## src/design/tcp_pkg.sv

```systemverilog
/*
 * Shared constants for the two-channel compare/PWM timer: register
 * offsets, field positions, reset values and action encodings.
 * Assumes a 32-bit APB register bus with byte addressing.
 */
package tcp_pkg;
   localparam int CNT_W = 16;
   localparam int PRE_W = 6;
   localparam int AW = 8;

   // Register byte offsets
   localparam logic [7:0] A_CTRL = 8'h00;
   localparam logic [7:0] A_COUNT = 8'h04;
   localparam logic [7:0] A_PERIOD = 8'h08;
   localparam logic [7:0] A_C0CTL = 8'h0c;
   localparam logic [7:0] A_C0VAL = 8'h10;
   localparam logic [7:0] A_C1CTL = 8'h14;
   localparam logic [7:0] A_C1VAL = 8'h18;

   // timer_ctrl_stat fields
   localparam int B_WFLAG = 7;
   localparam int B_WIE = 6;
   localparam int B_HALT = 5;
   localparam int B_CLR = 4;
   localparam int B_PS = 0;
   localparam int PS_W = 3;

   // chanN_ctrl_stat fields
   localparam int B_FLAG = 7;
   localparam int B_IEN = 6;
   localparam int B_MHI = 5;
   localparam int B_MLO = 4;
   localparam int B_AHI = 3;
   localparam int B_ALO = 2;
   localparam int B_TOG = 1;
   localparam int B_FULL = 0;

   localparam logic [2:0] PS_EXT = 3'h7;
   localparam logic HALT_RST = 1'b1;
   localparam logic [15:0] PERIOD_RST = 16'hffff;
   localparam logic [15:0] MATCH_RST = 16'h0000;
   localparam logic [7:0] CCTL_RST = 8'h00;
   localparam logic [6:0] CCTL_WMASK = 7'h7f;
   localparam logic [7:0] C1_RMASK = 8'hdf;
   localparam logic [31:0] RD_ZERO = 32'h0000_0000;

   // Compare action encodings (chan_action_hi:chan_action_lo)
   localparam logic [1:0] ACT_TOG = 2'h1;
   localparam logic [1:0] ACT_CLR = 2'h2;
   localparam logic [1:0] ACT_SET = 2'h3;
endpackage

```

## src/design/tcp_counter.sv

```systemverilog
/*
 * Prescaler and 16-bit modulo up-counter of the timer.
 * Assumes halt, clear and freeze are synchronous to mclk.
 */
`timescale 1ns/1ps
module tcp_counter #(
   parameter int W = tcp_pkg::CNT_W
) (
   input wire logic mclk, // System clock
   input wire logic reset, // Async reset, active high
   input wire logic halt, // counter_halt
   input wire logic clear, // One-cycle counter and prescaler clear
   input wire logic freeze, // Stop mode freeze
   input wire logic [2:0] ps, // Prescaler select
   input wire logic [W-1:0] period, // period_limit
   output logic [W-1:0] count, // Counter value
   output logic adv, // Pulse: count just changed
   output logic wrap // Pulse: count just wrapped to zero
);
   typedef struct packed {
      logic [W-1:0] count;
      logic [tcp_pkg::PRE_W-1:0] presc;
      logic adv;
      logic wrap;
   } tcp_cnt_t;

   tcp_cnt_t c_reg;
   tcp_cnt_t c_next;
   logic [tcp_pkg::PRE_W-1:0] mask;

   if (W < 2 || W > 32) begin : g_chk
      $error("tcp_counter: W out of range");
   end

   always_comb begin
      c_next = c_reg;
      c_next.adv = 1'b0;
      c_next.wrap = 1'b0;
      mask = tcp_pkg::PRE_W'((1 << ps) - 1);
      if (clear) begin
         c_next.count = '0; // see RL25
         c_next.presc = '0;
      end else if (~halt & ~freeze & (ps != tcp_pkg::PS_EXT)) begin // see RL24
         // see RL23
         if ((c_reg.presc & mask) == mask) begin
            c_next.presc = '0;
            c_next.adv = 1'b1;
            if (c_reg.count == period) begin // see RL11
               c_next.count = '0;
               c_next.wrap = 1'b1; // see RL2
            end else begin
               c_next.count = c_reg.count + W'(1);
            end
         end else begin
            c_next.presc = c_reg.presc + tcp_pkg::PRE_W'(1);
         end
      end
   end

   always_ff @(posedge mclk or posedge reset) begin
      if (reset) begin
         c_reg <= '0;
      end else begin
         c_reg <= c_next;
      end
   end

   assign count = c_reg.count;
   assign adv = c_reg.adv;
   assign wrap = c_reg.wrap;
endmodule

```

## src/design/tcp_top.sv

```systemverilog
/*
 * Two-channel output-compare and PWM timer with APB registers.
 * Assumes an APB master on mclk and port logic that owns chan1_pin
 * whenever its output enable is low.
 */
// The placing of the registers and register access over APB were decided locally.
// Operation
// RL1: Channel event at compare ending the pulse
// RL2: Overflow event when counter wraps
// RL3: Software times unbuffered writes by interrupts
// RL4: pair_buffer_sel pairs channels, output on chan0_pin
// RL5: Written pair takes over at next overflow
// RL6: Channel 0 control governs pair; channel 1 ignored
// RL7: Channel 1 pin released while paired
// RL8: Software writes only the inactive pair
// RL9: Toggle on wrap sets PWM period
// RL10: Compare drives pin inactive, ending pulse
// RL11: Counter runs zero through period inclusive
// RL12: Eight-bit period gives 256 width steps
// RL13: Mode 0:1 single, 1:0 paired
// RL14: Action 1:0 clears, 1:1 sets
// RL15: Software halts, clears, configures, then starts
// RL16: Software avoids toggle-on-compare for PWM
// RL17: Paired mode wins over single mode
// RL18: No wrap toggle gives zero duty
// RL19: Full-duty bit without toggle holds active
// RL20: Wrap flag set; request when enabled
// RL21: Channel flag on compare; request when enabled
// RL22: Keeps running in wait; request wakes
// RL23: Stop mode freezes and resumes intact
// RL24: Halt bit stops counter; set at reset
// RL25: Clear bit zeroes counter, reads zero
// RL26: Wrap flag clears by read then zero
// RL27: Channel 1 output enable dropped when paired
`timescale 1ns/1ps
module tcp_top (
   input wire logic mclk, // System clock, 10 MHz
   input wire logic reset, // Async reset, active high
   input wire logic psel, // APB select
   input wire logic penable, // APB enable
   input wire logic pwrite, // APB direction
   input wire logic [7:0] paddr, // APB byte address
   input wire logic [31:0] pwdata, // APB write data
   output logic [31:0] prdata, // APB read data
   output logic pready, // APB ready
   output logic pslverr, // APB error, unmapped address
   input wire logic stop_mode, // Low-power stop, freezes timer
   output logic chan0_pin_out, // chan0_pin drive level
   output logic chan0_pin_oe, // chan0_pin output enable
   output logic chan1_pin_out, // chan1_pin drive level
   output logic chan1_pin_oe, // chan1_pin output enable
   output logic irq // Interrupt and wake request
);
   typedef struct packed {
      logic wflag;
      logic wie;
      logic halt;
      logic armed;
      logic [2:0] ps;
      logic clr;
      logic [15:0] period;
      logic [1:0][7:0] cctl;
      logic [1:0][15:0] cmatch;
      logic [1:0] carmed;
      logic act_sel;
      logic last_sel;
      logic [1:0] pin;
      logic [1:0] oe;
      logic pready;
      logic pslverr;
      logic [31:0] prdata;
      logic irq;
   } tcp_state_t;

   tcp_state_t s_reg;
   tcp_state_t s_next;
   logic [15:0] cnt_val;
   logic cnt_adv;
   logic cnt_wrap;
   logic fin;
   logic wr;
   logic rd;
   logic linked;
   logic [1:0] ch_en;
   logic [1:0] ch_hit;
   logic [1:0] ch_act;
   logic [15:0] ch_match;
   logic [31:0] rdata;
   logic rhit;

   function automatic logic is_reg(input logic [7:0] a, input logic [7:0] off);
      return a == off;
   endfunction

   ////////////////////////////////////////////////////////////////////
   // Counter

   tcp_counter #(
      .W(tcp_pkg::CNT_W)
   ) u_cnt (
      .mclk(mclk),
      .reset(reset),
      .halt(s_reg.halt),
      .clear(s_reg.clr),
      .freeze(stop_mode),
      .ps(s_reg.ps),
      .period(s_reg.period),
      .count(cnt_val),
      .adv(cnt_adv),
      .wrap(cnt_wrap)
   );

   ////////////////////////////////////////////////////////////////////
   // Next state

   always_comb begin
      s_next = s_reg;
      s_next.clr = 1'b0;
      s_next.pslverr = 1'b0;
      s_next.pready = psel & penable & ~s_reg.pready;
      fin = psel & penable & s_reg.pready;
      rhit = 1'b1;
      rdata = tcp_pkg::RD_ZERO;
      unique case (1'b1)
         is_reg(paddr, tcp_pkg::A_CTRL): begin
            rdata[tcp_pkg::B_WFLAG] = s_reg.wflag;
            rdata[tcp_pkg::B_WIE] = s_reg.wie;
            rdata[tcp_pkg::B_HALT] = s_reg.halt;
            rdata[tcp_pkg::B_PS +: tcp_pkg::PS_W] = s_reg.ps; // see RL25
         end
         is_reg(paddr, tcp_pkg::A_COUNT): rdata[15:0] = cnt_val;
         is_reg(paddr, tcp_pkg::A_PERIOD): rdata[15:0] = s_reg.period;
         is_reg(paddr, tcp_pkg::A_C0CTL): rdata[7:0] = s_reg.cctl[0];
         is_reg(paddr, tcp_pkg::A_C0VAL): rdata[15:0] = s_reg.cmatch[0];
         is_reg(paddr, tcp_pkg::A_C1CTL): begin
            rdata[7:0] = s_reg.cctl[1] & tcp_pkg::C1_RMASK;
         end
         is_reg(paddr, tcp_pkg::A_C1VAL): rdata[15:0] = s_reg.cmatch[1];
         default: rhit = 1'b0;
      endcase
      if (psel & penable & ~s_reg.pready) begin
         s_next.prdata = rdata;
         s_next.pslverr = ~rhit;
      end
      wr = fin & pwrite & rhit;
      rd = fin & ~pwrite & rhit;

      // Wrap flag: arm on a read that sees it set
      if (rd && is_reg(paddr, tcp_pkg::A_CTRL) && s_reg.wflag) begin
         s_next.armed = 1'b1;
      end
      if (cnt_wrap) begin
         s_next.wflag = 1'b1; // see RL20
         s_next.armed = 1'b0; // see RL26
      end else if (wr && is_reg(paddr, tcp_pkg::A_CTRL) && s_reg.armed &&
                   !pwdata[tcp_pkg::B_WFLAG]) begin
         s_next.wflag = 1'b0; // see RL26
         s_next.armed = 1'b0;
      end

      if (wr && is_reg(paddr, tcp_pkg::A_CTRL)) begin
         s_next.wie = pwdata[tcp_pkg::B_WIE];
         s_next.halt = pwdata[tcp_pkg::B_HALT]; // see RL24
         s_next.clr = pwdata[tcp_pkg::B_CLR]; // see RL25
         s_next.ps = pwdata[tcp_pkg::B_PS +: tcp_pkg::PS_W];
      end
      if (wr && is_reg(paddr, tcp_pkg::A_PERIOD)) begin
         s_next.period = pwdata[15:0];
      end

      // Paired mode and which match register is active
      linked = s_reg.cctl[0][tcp_pkg::B_MHI]; // see RL4 // see RL13 // see RL17
      if (wr && is_reg(paddr, tcp_pkg::A_C0VAL)) begin
         s_next.cmatch[0] = pwdata[15:0];
         s_next.last_sel = 1'b0;
      end
      if (wr && is_reg(paddr, tcp_pkg::A_C1VAL)) begin
         s_next.cmatch[1] = pwdata[15:0];
         s_next.last_sel = linked;
      end
      if (!linked) begin
         s_next.act_sel = 1'b0;
         s_next.last_sel = 1'b0;
      end else if (cnt_wrap) begin
         s_next.act_sel = s_next.last_sel; // see RL5
      end

      ch_match = linked & s_reg.act_sel ? s_reg.cmatch[1] : s_reg.cmatch[0];
      for (int i = 0; i < 2; i++) begin
         ch_act[i] = ~s_reg.cctl[i][tcp_pkg::B_ALO];
         // Channel 1 is idle and released while paired
         ch_en[i] = (s_reg.cctl[i][tcp_pkg::B_MHI] |
                     s_reg.cctl[i][tcp_pkg::B_MLO]) &
                    ~(i == 1 && linked); // see RL6 // see RL7
         ch_hit[i] = ch_en[i] & cnt_adv &
                     (cnt_val == (i == 0 ? ch_match : s_reg.cmatch[1])); // see RL12
         s_next.oe[i] = ch_en[i]; // see RL27
         if (ch_en[i]) begin
            if (s_reg.cctl[i][tcp_pkg::B_FULL] & ~s_reg.cctl[i][tcp_pkg::B_TOG]) begin
               s_next.pin[i] = ch_act[i]; // see RL19
            end else begin
               // Wrap toggle first so a compare at zero still gives 0% duty
               if (cnt_wrap & s_reg.cctl[i][tcp_pkg::B_TOG]) begin
                  s_next.pin[i] = ~s_reg.pin[i]; // see RL9 // see RL18
               end
               if (ch_hit[i]) begin
                  unique case (s_reg.cctl[i][tcp_pkg::B_ALO +: 2]) // see RL14
                     tcp_pkg::ACT_TOG: s_next.pin[i] = ~s_next.pin[i];
                     tcp_pkg::ACT_CLR: s_next.pin[i] = 1'b0; // see RL10
                     tcp_pkg::ACT_SET: s_next.pin[i] = 1'b1;
                     default: s_next.pin[i] = s_next.pin[i];
                  endcase
               end
            end
         end
         if (rd && is_reg(paddr, i == 0 ? tcp_pkg::A_C0CTL : tcp_pkg::A_C1CTL) &&
             s_reg.cctl[i][tcp_pkg::B_FLAG]) begin
            s_next.carmed[i] = 1'b1;
         end
         if (wr && is_reg(paddr, i == 0 ? tcp_pkg::A_C0CTL : tcp_pkg::A_C1CTL)) begin
            s_next.cctl[i][6:0] = pwdata[6:0] & tcp_pkg::CCTL_WMASK;
            if (i == 1) begin
               s_next.cctl[i][tcp_pkg::B_MHI] = 1'b0;
            end
            if (s_reg.carmed[i] && !pwdata[tcp_pkg::B_FLAG]) begin
               s_next.cctl[i][tcp_pkg::B_FLAG] = 1'b0;
               s_next.carmed[i] = 1'b0;
            end
         end
         if (ch_hit[i]) begin
            s_next.cctl[i][tcp_pkg::B_FLAG] = 1'b1; // see RL1 // see RL21
            s_next.carmed[i] = 1'b0;
         end
      end

      // Request also serves as the wake source in wait mode
      s_next.irq = (s_next.wflag & s_next.wie) |
                   (s_next.cctl[0][tcp_pkg::B_FLAG] & s_next.cctl[0][tcp_pkg::B_IEN]) |
                   (s_next.cctl[1][tcp_pkg::B_FLAG] & s_next.cctl[1][tcp_pkg::B_IEN]);
                   // see RL20 // see RL21 // see RL22
   end

   ////////////////////////////////////////////////////////////////////
   // State register

   always_ff @(posedge mclk or posedge reset) begin
      if (reset) begin
         s_reg <= '0;
         s_reg.halt <= tcp_pkg::HALT_RST; // see RL24
         s_reg.period <= tcp_pkg::PERIOD_RST;
         s_reg.cmatch <= {tcp_pkg::MATCH_RST, tcp_pkg::MATCH_RST};
         s_reg.cctl <= {tcp_pkg::CCTL_RST, tcp_pkg::CCTL_RST};
      end else begin
         s_reg <= s_next;
      end
   end

   assign prdata = s_reg.prdata;
   assign pready = s_reg.pready;
   assign pslverr = s_reg.pslverr;
   assign chan0_pin_out = s_reg.pin[0];
   assign chan0_pin_oe = s_reg.oe[0];
   assign chan1_pin_out = s_reg.pin[1];
   assign chan1_pin_oe = s_reg.oe[1];
   assign irq = s_reg.irq;

   ////////////////////////////////////////////////////////////////////
   // Assertions

   logic clr_wr;
   assign clr_wr = wr & is_reg(paddr, tcp_pkg::A_CTRL) & pwdata[tcp_pkg::B_CLR];

   property p_halt;
      @(posedge mclk) disable iff (reset)
      s_reg.halt & ~s_reg.clr |=> $stable(cnt_val);
   endproperty
   a_halt: assert property (p_halt) else $error("Counter moved while halted"); // see RL24

   property p_clear;
      @(posedge mclk) disable iff (reset)
      clr_wr |=> s_reg.clr ##1 (cnt_val == 16'h0000);
   endproperty
   a_clear: assert property (p_clear) else $error("Clear did not zero counter"); // see RL25

   property p_wrap_flag;
      @(posedge mclk) disable iff (reset)
      cnt_wrap |=> s_reg.wflag;
   endproperty
   a_wrap_flag: assert property (p_wrap_flag) else $error("Wrap flag not set"); // see RL20

   property p_flag_one;
      @(posedge mclk) disable iff (reset)
      s_reg.wflag & wr & is_reg(paddr, tcp_pkg::A_CTRL) & pwdata[tcp_pkg::B_WFLAG]
      |=> s_reg.wflag;
   endproperty
   a_flag_one: assert property (p_flag_one) else $error("Writing one cleared flag"); // see RL26

   property p_flag_unarmed;
      @(posedge mclk) disable iff (reset)
      s_reg.wflag & ~s_reg.armed & ~rd |=> s_reg.wflag;
   endproperty
   a_flag_unarmed: assert property (p_flag_unarmed) else $error("Flag cleared unarmed"); // see RL26

   property p_irq;
      @(posedge mclk) disable iff (reset)
      s_reg.wflag & s_reg.wie |-> irq;
   endproperty
   a_irq: assert property (p_irq) else $error("Wrap request missing"); // see RL20

   property p_chan_flag;
      @(posedge mclk) disable iff (reset)
      ch_hit[0] |=> s_reg.cctl[0][tcp_pkg::B_FLAG];
   endproperty
   a_chan_flag: assert property (p_chan_flag) else $error("Channel flag not set"); // see RL21

   property p_link_oe;
      @(posedge mclk) disable iff (reset)
      linked |=> ~chan1_pin_oe;
   endproperty
   a_link_oe: assert property (p_link_oe) else $error("Channel 1 driven while paired"); // see RL27

   property p_full;
      @(posedge mclk) disable iff (reset)
      ch_en[0] & s_reg.cctl[0][tcp_pkg::B_FULL] & ~s_reg.cctl[0][tcp_pkg::B_TOG]
      |=> chan0_pin_out == $past(ch_act[0]);
   endproperty
   a_full: assert property (p_full) else $error("Full duty level wrong"); // see RL19

   property p_toggle;
      @(posedge mclk) disable iff (reset)
      ch_en[0] & cnt_wrap & ~ch_hit[0] & s_reg.cctl[0][tcp_pkg::B_TOG]
      |=> chan0_pin_out != $past(chan0_pin_out);
   endproperty
   a_toggle: assert property (p_toggle) else $error("No toggle at wrap"); // see RL9

   property p_sel;
      @(posedge mclk) disable iff (reset)
      linked & cnt_wrap & ~wr |=> s_reg.act_sel == $past(s_reg.last_sel);
   endproperty
   a_sel: assert property (p_sel) else $error("Pair not swapped at wrap"); // see RL5

   property p_stop;
      @(posedge mclk) disable iff (reset)
      stop_mode ##1 stop_mode & ~s_reg.clr |-> $stable(cnt_val);
   endproperty
   a_stop: assert property (p_stop) else $error("Counter moved in stop"); // see RL23

   c_wrap: cover property (@(posedge mclk) disable iff (reset) cnt_wrap & s_reg.wie);
   c_swap: cover property (@(posedge mclk) disable iff (reset) $rose(s_reg.act_sel));
   c_pulse: cover property (@(posedge mclk) disable iff (reset) ch_hit[0] ##[1:300] cnt_wrap);
   c_irq: cover property (@(posedge mclk) disable iff (reset) $rose(irq));
endmodule

```

## config.mk

```make
export PLATFORM = sky130hd
export DESIGN_NAME = tcp_top
export DESIGN_NICKNAME = d
export VERILOG_FILES = /design/src/design/tcp_pkg.sv /design/src/design/tcp_counter.sv /design/src/design/tcp_top.sv
export SDC_FILE = /design/constraint.sdc
export NUM_CORES = 1
export LEC_CHECK = 0
export BUFFER_PORTS_ARGS = -buffer_cell sky130_fd_sc_hd__buf_2
export CAP_MARGIN = 10
export CORE_MARGIN = 2
export CORE_UTILIZATION = 60
export CTS_BUF_LIST = sky130_fd_sc_hd__clkbuf_2 sky130_fd_sc_hd__clkbuf_4 sky130_fd_sc_hd__clkbuf_8
export CTS_CLUSTER_DIAMETER = 60
export DETAILED_ROUTE_END_ITERATION = 7
export PLACE_DENSITY = 0.83
export SLEW_MARGIN = 20
export SYNTH_ARGS = -nofsm -noshare
export SYNTH_HDL_FRONTEND = slang
export SYNTH_SLANG_ARGS = --single-unit
```

## constraint.sdc

```tcl
create_clock -name mclk -period 8.6 [get_ports mclk]
set_input_delay 0.43 -clock mclk [delete_from_list [all_inputs] [get_ports mclk]]
set_output_delay 0.43 -clock mclk [all_outputs]
set_load 0.02 [all_outputs]
```

==> flow_summary.toml <==
[status]
run_status = "complete, no violations"

[yosys]
synthMuxAreaShare_pct = 11.1
ys_top_cells_by_area = "dfrtp_1, mux2_2, dfstp_2"
synthXorXnorAreaFrac_pct = 5.81
yosysWarningCount = 0
yosys.area.top_type = "dfrtp_1"
synth_seq_cells = 122
avgSynthCellArea_sq_um = 10.3
async_reset_ff_share_pct = 100
synth_top_area_share_pct = 37.6
synth_area_sq_um = 7000
synthCells = 679
synth_cell_types = 76
synth-edff-count = 0
synth-simple-area-share_pct = 14.0
synth_seq_area_share_pct = 43.9
dominantRegCellSynth = "dfrtp_1"
synth-compound-area-share_pct = 16.3
synth-adder-area-share_pct = 0.536
synth_top_family_by_area = "compound AO/OA/AOI/OAI gates"

[detailed_routing]
drc = 0
drt_iter0_markers = 643
totalWireLength_um = 17400
wl_per_cell_um = 20.5
via_per_inst = 6.40
ant_nets = 0
vias = 5426
drtPass1Iterations = 6

[setup_path]
start_kind = "register"
critical_path.slowest_cell = "and4bb_1"
crit_buf_inv = 1
cpPeakStageDelay_ps = 650
reg2reg_depth = 8
cp.arrival_ps = 3230
crit_path_max_fanout = 16
worst-path-stages = 8
regToRegSetupSlack_ps = 5730
path_cells = "nor3_1 -> inv_1 -> ha_1 -> a221o_1 -> o2111ai_2 -> and4bb_1 -> o21ai_0 -> a31oi_1"
cp_top_family = "simple AND/OR/NAND/NOR gates"
worstSetupPathType = "reg2reg"
worst_setup_path_end_kind = "register"
worstPathRequired_ps = 8960

[timing]
setup_tns_ps = 0
final.min_clock_period_ps = 2870
slew_viol_final = 0
setup_viol = 0
tightest_slew_ps = 1110
slew_headroom_pct = 25.4
fin_skew_ps = 8.49
fmax_ghz = 0.349
rsz0062_at_grt = "false"
min_period_over_period_pct = 33.3
final_hold_viol_count = 0

[global_route]
grt_pass1_wl_um = 28400
grt_antenna_before_repair = 0
grt_max_degree = 68
grt.overflow.total = 0
grt_pass1_vias = 5440
grt_use_total_pct = 29.1

[layout]
multiInputGateArea_sq_um = 3410
layout_common_cells = "dfrtp_1, nand2_1, mux2_2, buf_2"
antenna_cells = 0
syn2layout_area_growth_pct = 7.06
fin_nets = 741
layout_commonest_cell = "dfrtp_1"
final_core_util_pct = 65.6
n_fill_cell = 894
largest_register_ffs = 74
drive_gt1_share_pct = 26.8
seqCellArea_sq_um = 3070

[clock_network]
cts_resized = 0
clk-insertion-delay-late_ps = 450
htree_num_levels = 4
cts-root-buf = "clkbuf_8"
cts_buffer_depth = 2
postCtsSetupBuffers = 0
clk_pin_slew_ps = 70
cts_buffers = 17
cts_tree = "yes"
cts.sinks = 122
postCtsHoldBufs = 0

[pwr]
power_density_nw_per_um2 = 193
vdd_drop_max_v = 0.000177
power_leakage_nw = 3.49

[place]
globalplace.congestion = 0.909
hpwl_um = 12300
portBuffers = 52

[die]
dieArea_sq_um = 12500
core_sq_um = 11400
fp.dieW_um = 112
start_util_pct = 61.3
ios = 85
rows = 39
die_h_um = 112

[worst_hold_path]
hp-class = "in2async"

[job]
drv_cap = 0
## layout make-up
type,instances,area share [%]
inverters,20,1.04
multi-input cells,477,45.5
flip-flops and latches,122,41.0
clock buffers,21,3.77
well taps,143,2.39
clock inverters,11,2.56
repair buffers,54,3.67
## kinds of logic (layout without fill, tap and decap cells)
family                   after synthesis  in the layout
adder cells (fa/ha/maj)                3              3
multiplexers                          70             70
AND/OR/NAND/NOR                      184            184
XOR/XNOR                              43             43
AO/OA/AOI/OAI                        161            161
flip-flops                           122            122
buffers and inverters                 95            106
other                                  1             16
## synthesized netlist by cell type (13+ instances only)
| library cell | number |
|---|---|
| a21oi_1 | 27 |
| a31oi_1 | 17 |
| buf_2 | 18 |
| buf_4 | 32 |
| clkbuf_1 | 15 |
| dfrtp_1 | 105 |
| dfstp_2 | 17 |
| inv_1 | 20 |
| mux2_2 | 62 |
| nand2_1 | 62 |
| nand3_1 | 20 |
| nor2_1 | 27 |
| nor2b_1 | 13 |
| o21ai_0 | 28 |
| xnor2_1 | 28 |
## per-stage QoR
| step | cells | cell area, sq um | power [mW] | worst slack (ps) | hold WS (ps) |
|---|---|---|---|---|---|
| after floorplan | 694 | 7050 | 0.803 | 4960 | 451 |
| after global routing | 848 | 7490 | 1.50 | 5480 | 144 |
| after detailed placement | 816 | 7010 | 0.850 | 5730 | 465 |
| after global placement | 816 | 7010 | 0.840 | 5810 | 455 |
| final | 848 | 7490 | 1.45 | 5730 | 84.3 |
| after CTS | 848 | 7480 | 1.45 | 5750 | 111 |
## metal layers
layer / routed length (um) / up-vias / global-route usage [%]
li1: - / 2447 / -
met1: 7330 / 2687 / 39.2
met2: 8360 / 247 / 45.5
met3: 1200 / 45 / 7.02
met4: 518 / 0 / 12.4
met5: 0 / - / 0
## final timing paths
kind                                  from         endpoint
worst min-delay path                 reset     chan0_pin_oe
worst max-delay path            s_reg[110]  u_cnt.count[12]
max in group asynchronous            reset        prdata[8]
worst min register to register  prdata[14]       prdata[14]
min in group mclk                pwdata[8]        s_reg[99]
worst max register to register  s_reg[110]  u_cnt.count[12]
## where the power goes
part	switching, mW	total [mW]	internal [mW]
Clock	0.231	0.602	0.371
Combinational	0.125	0.206	0.0815
Sequential	0.0424	0.639	0.597
Note: power is estimated with default switching activity, not from simulation.
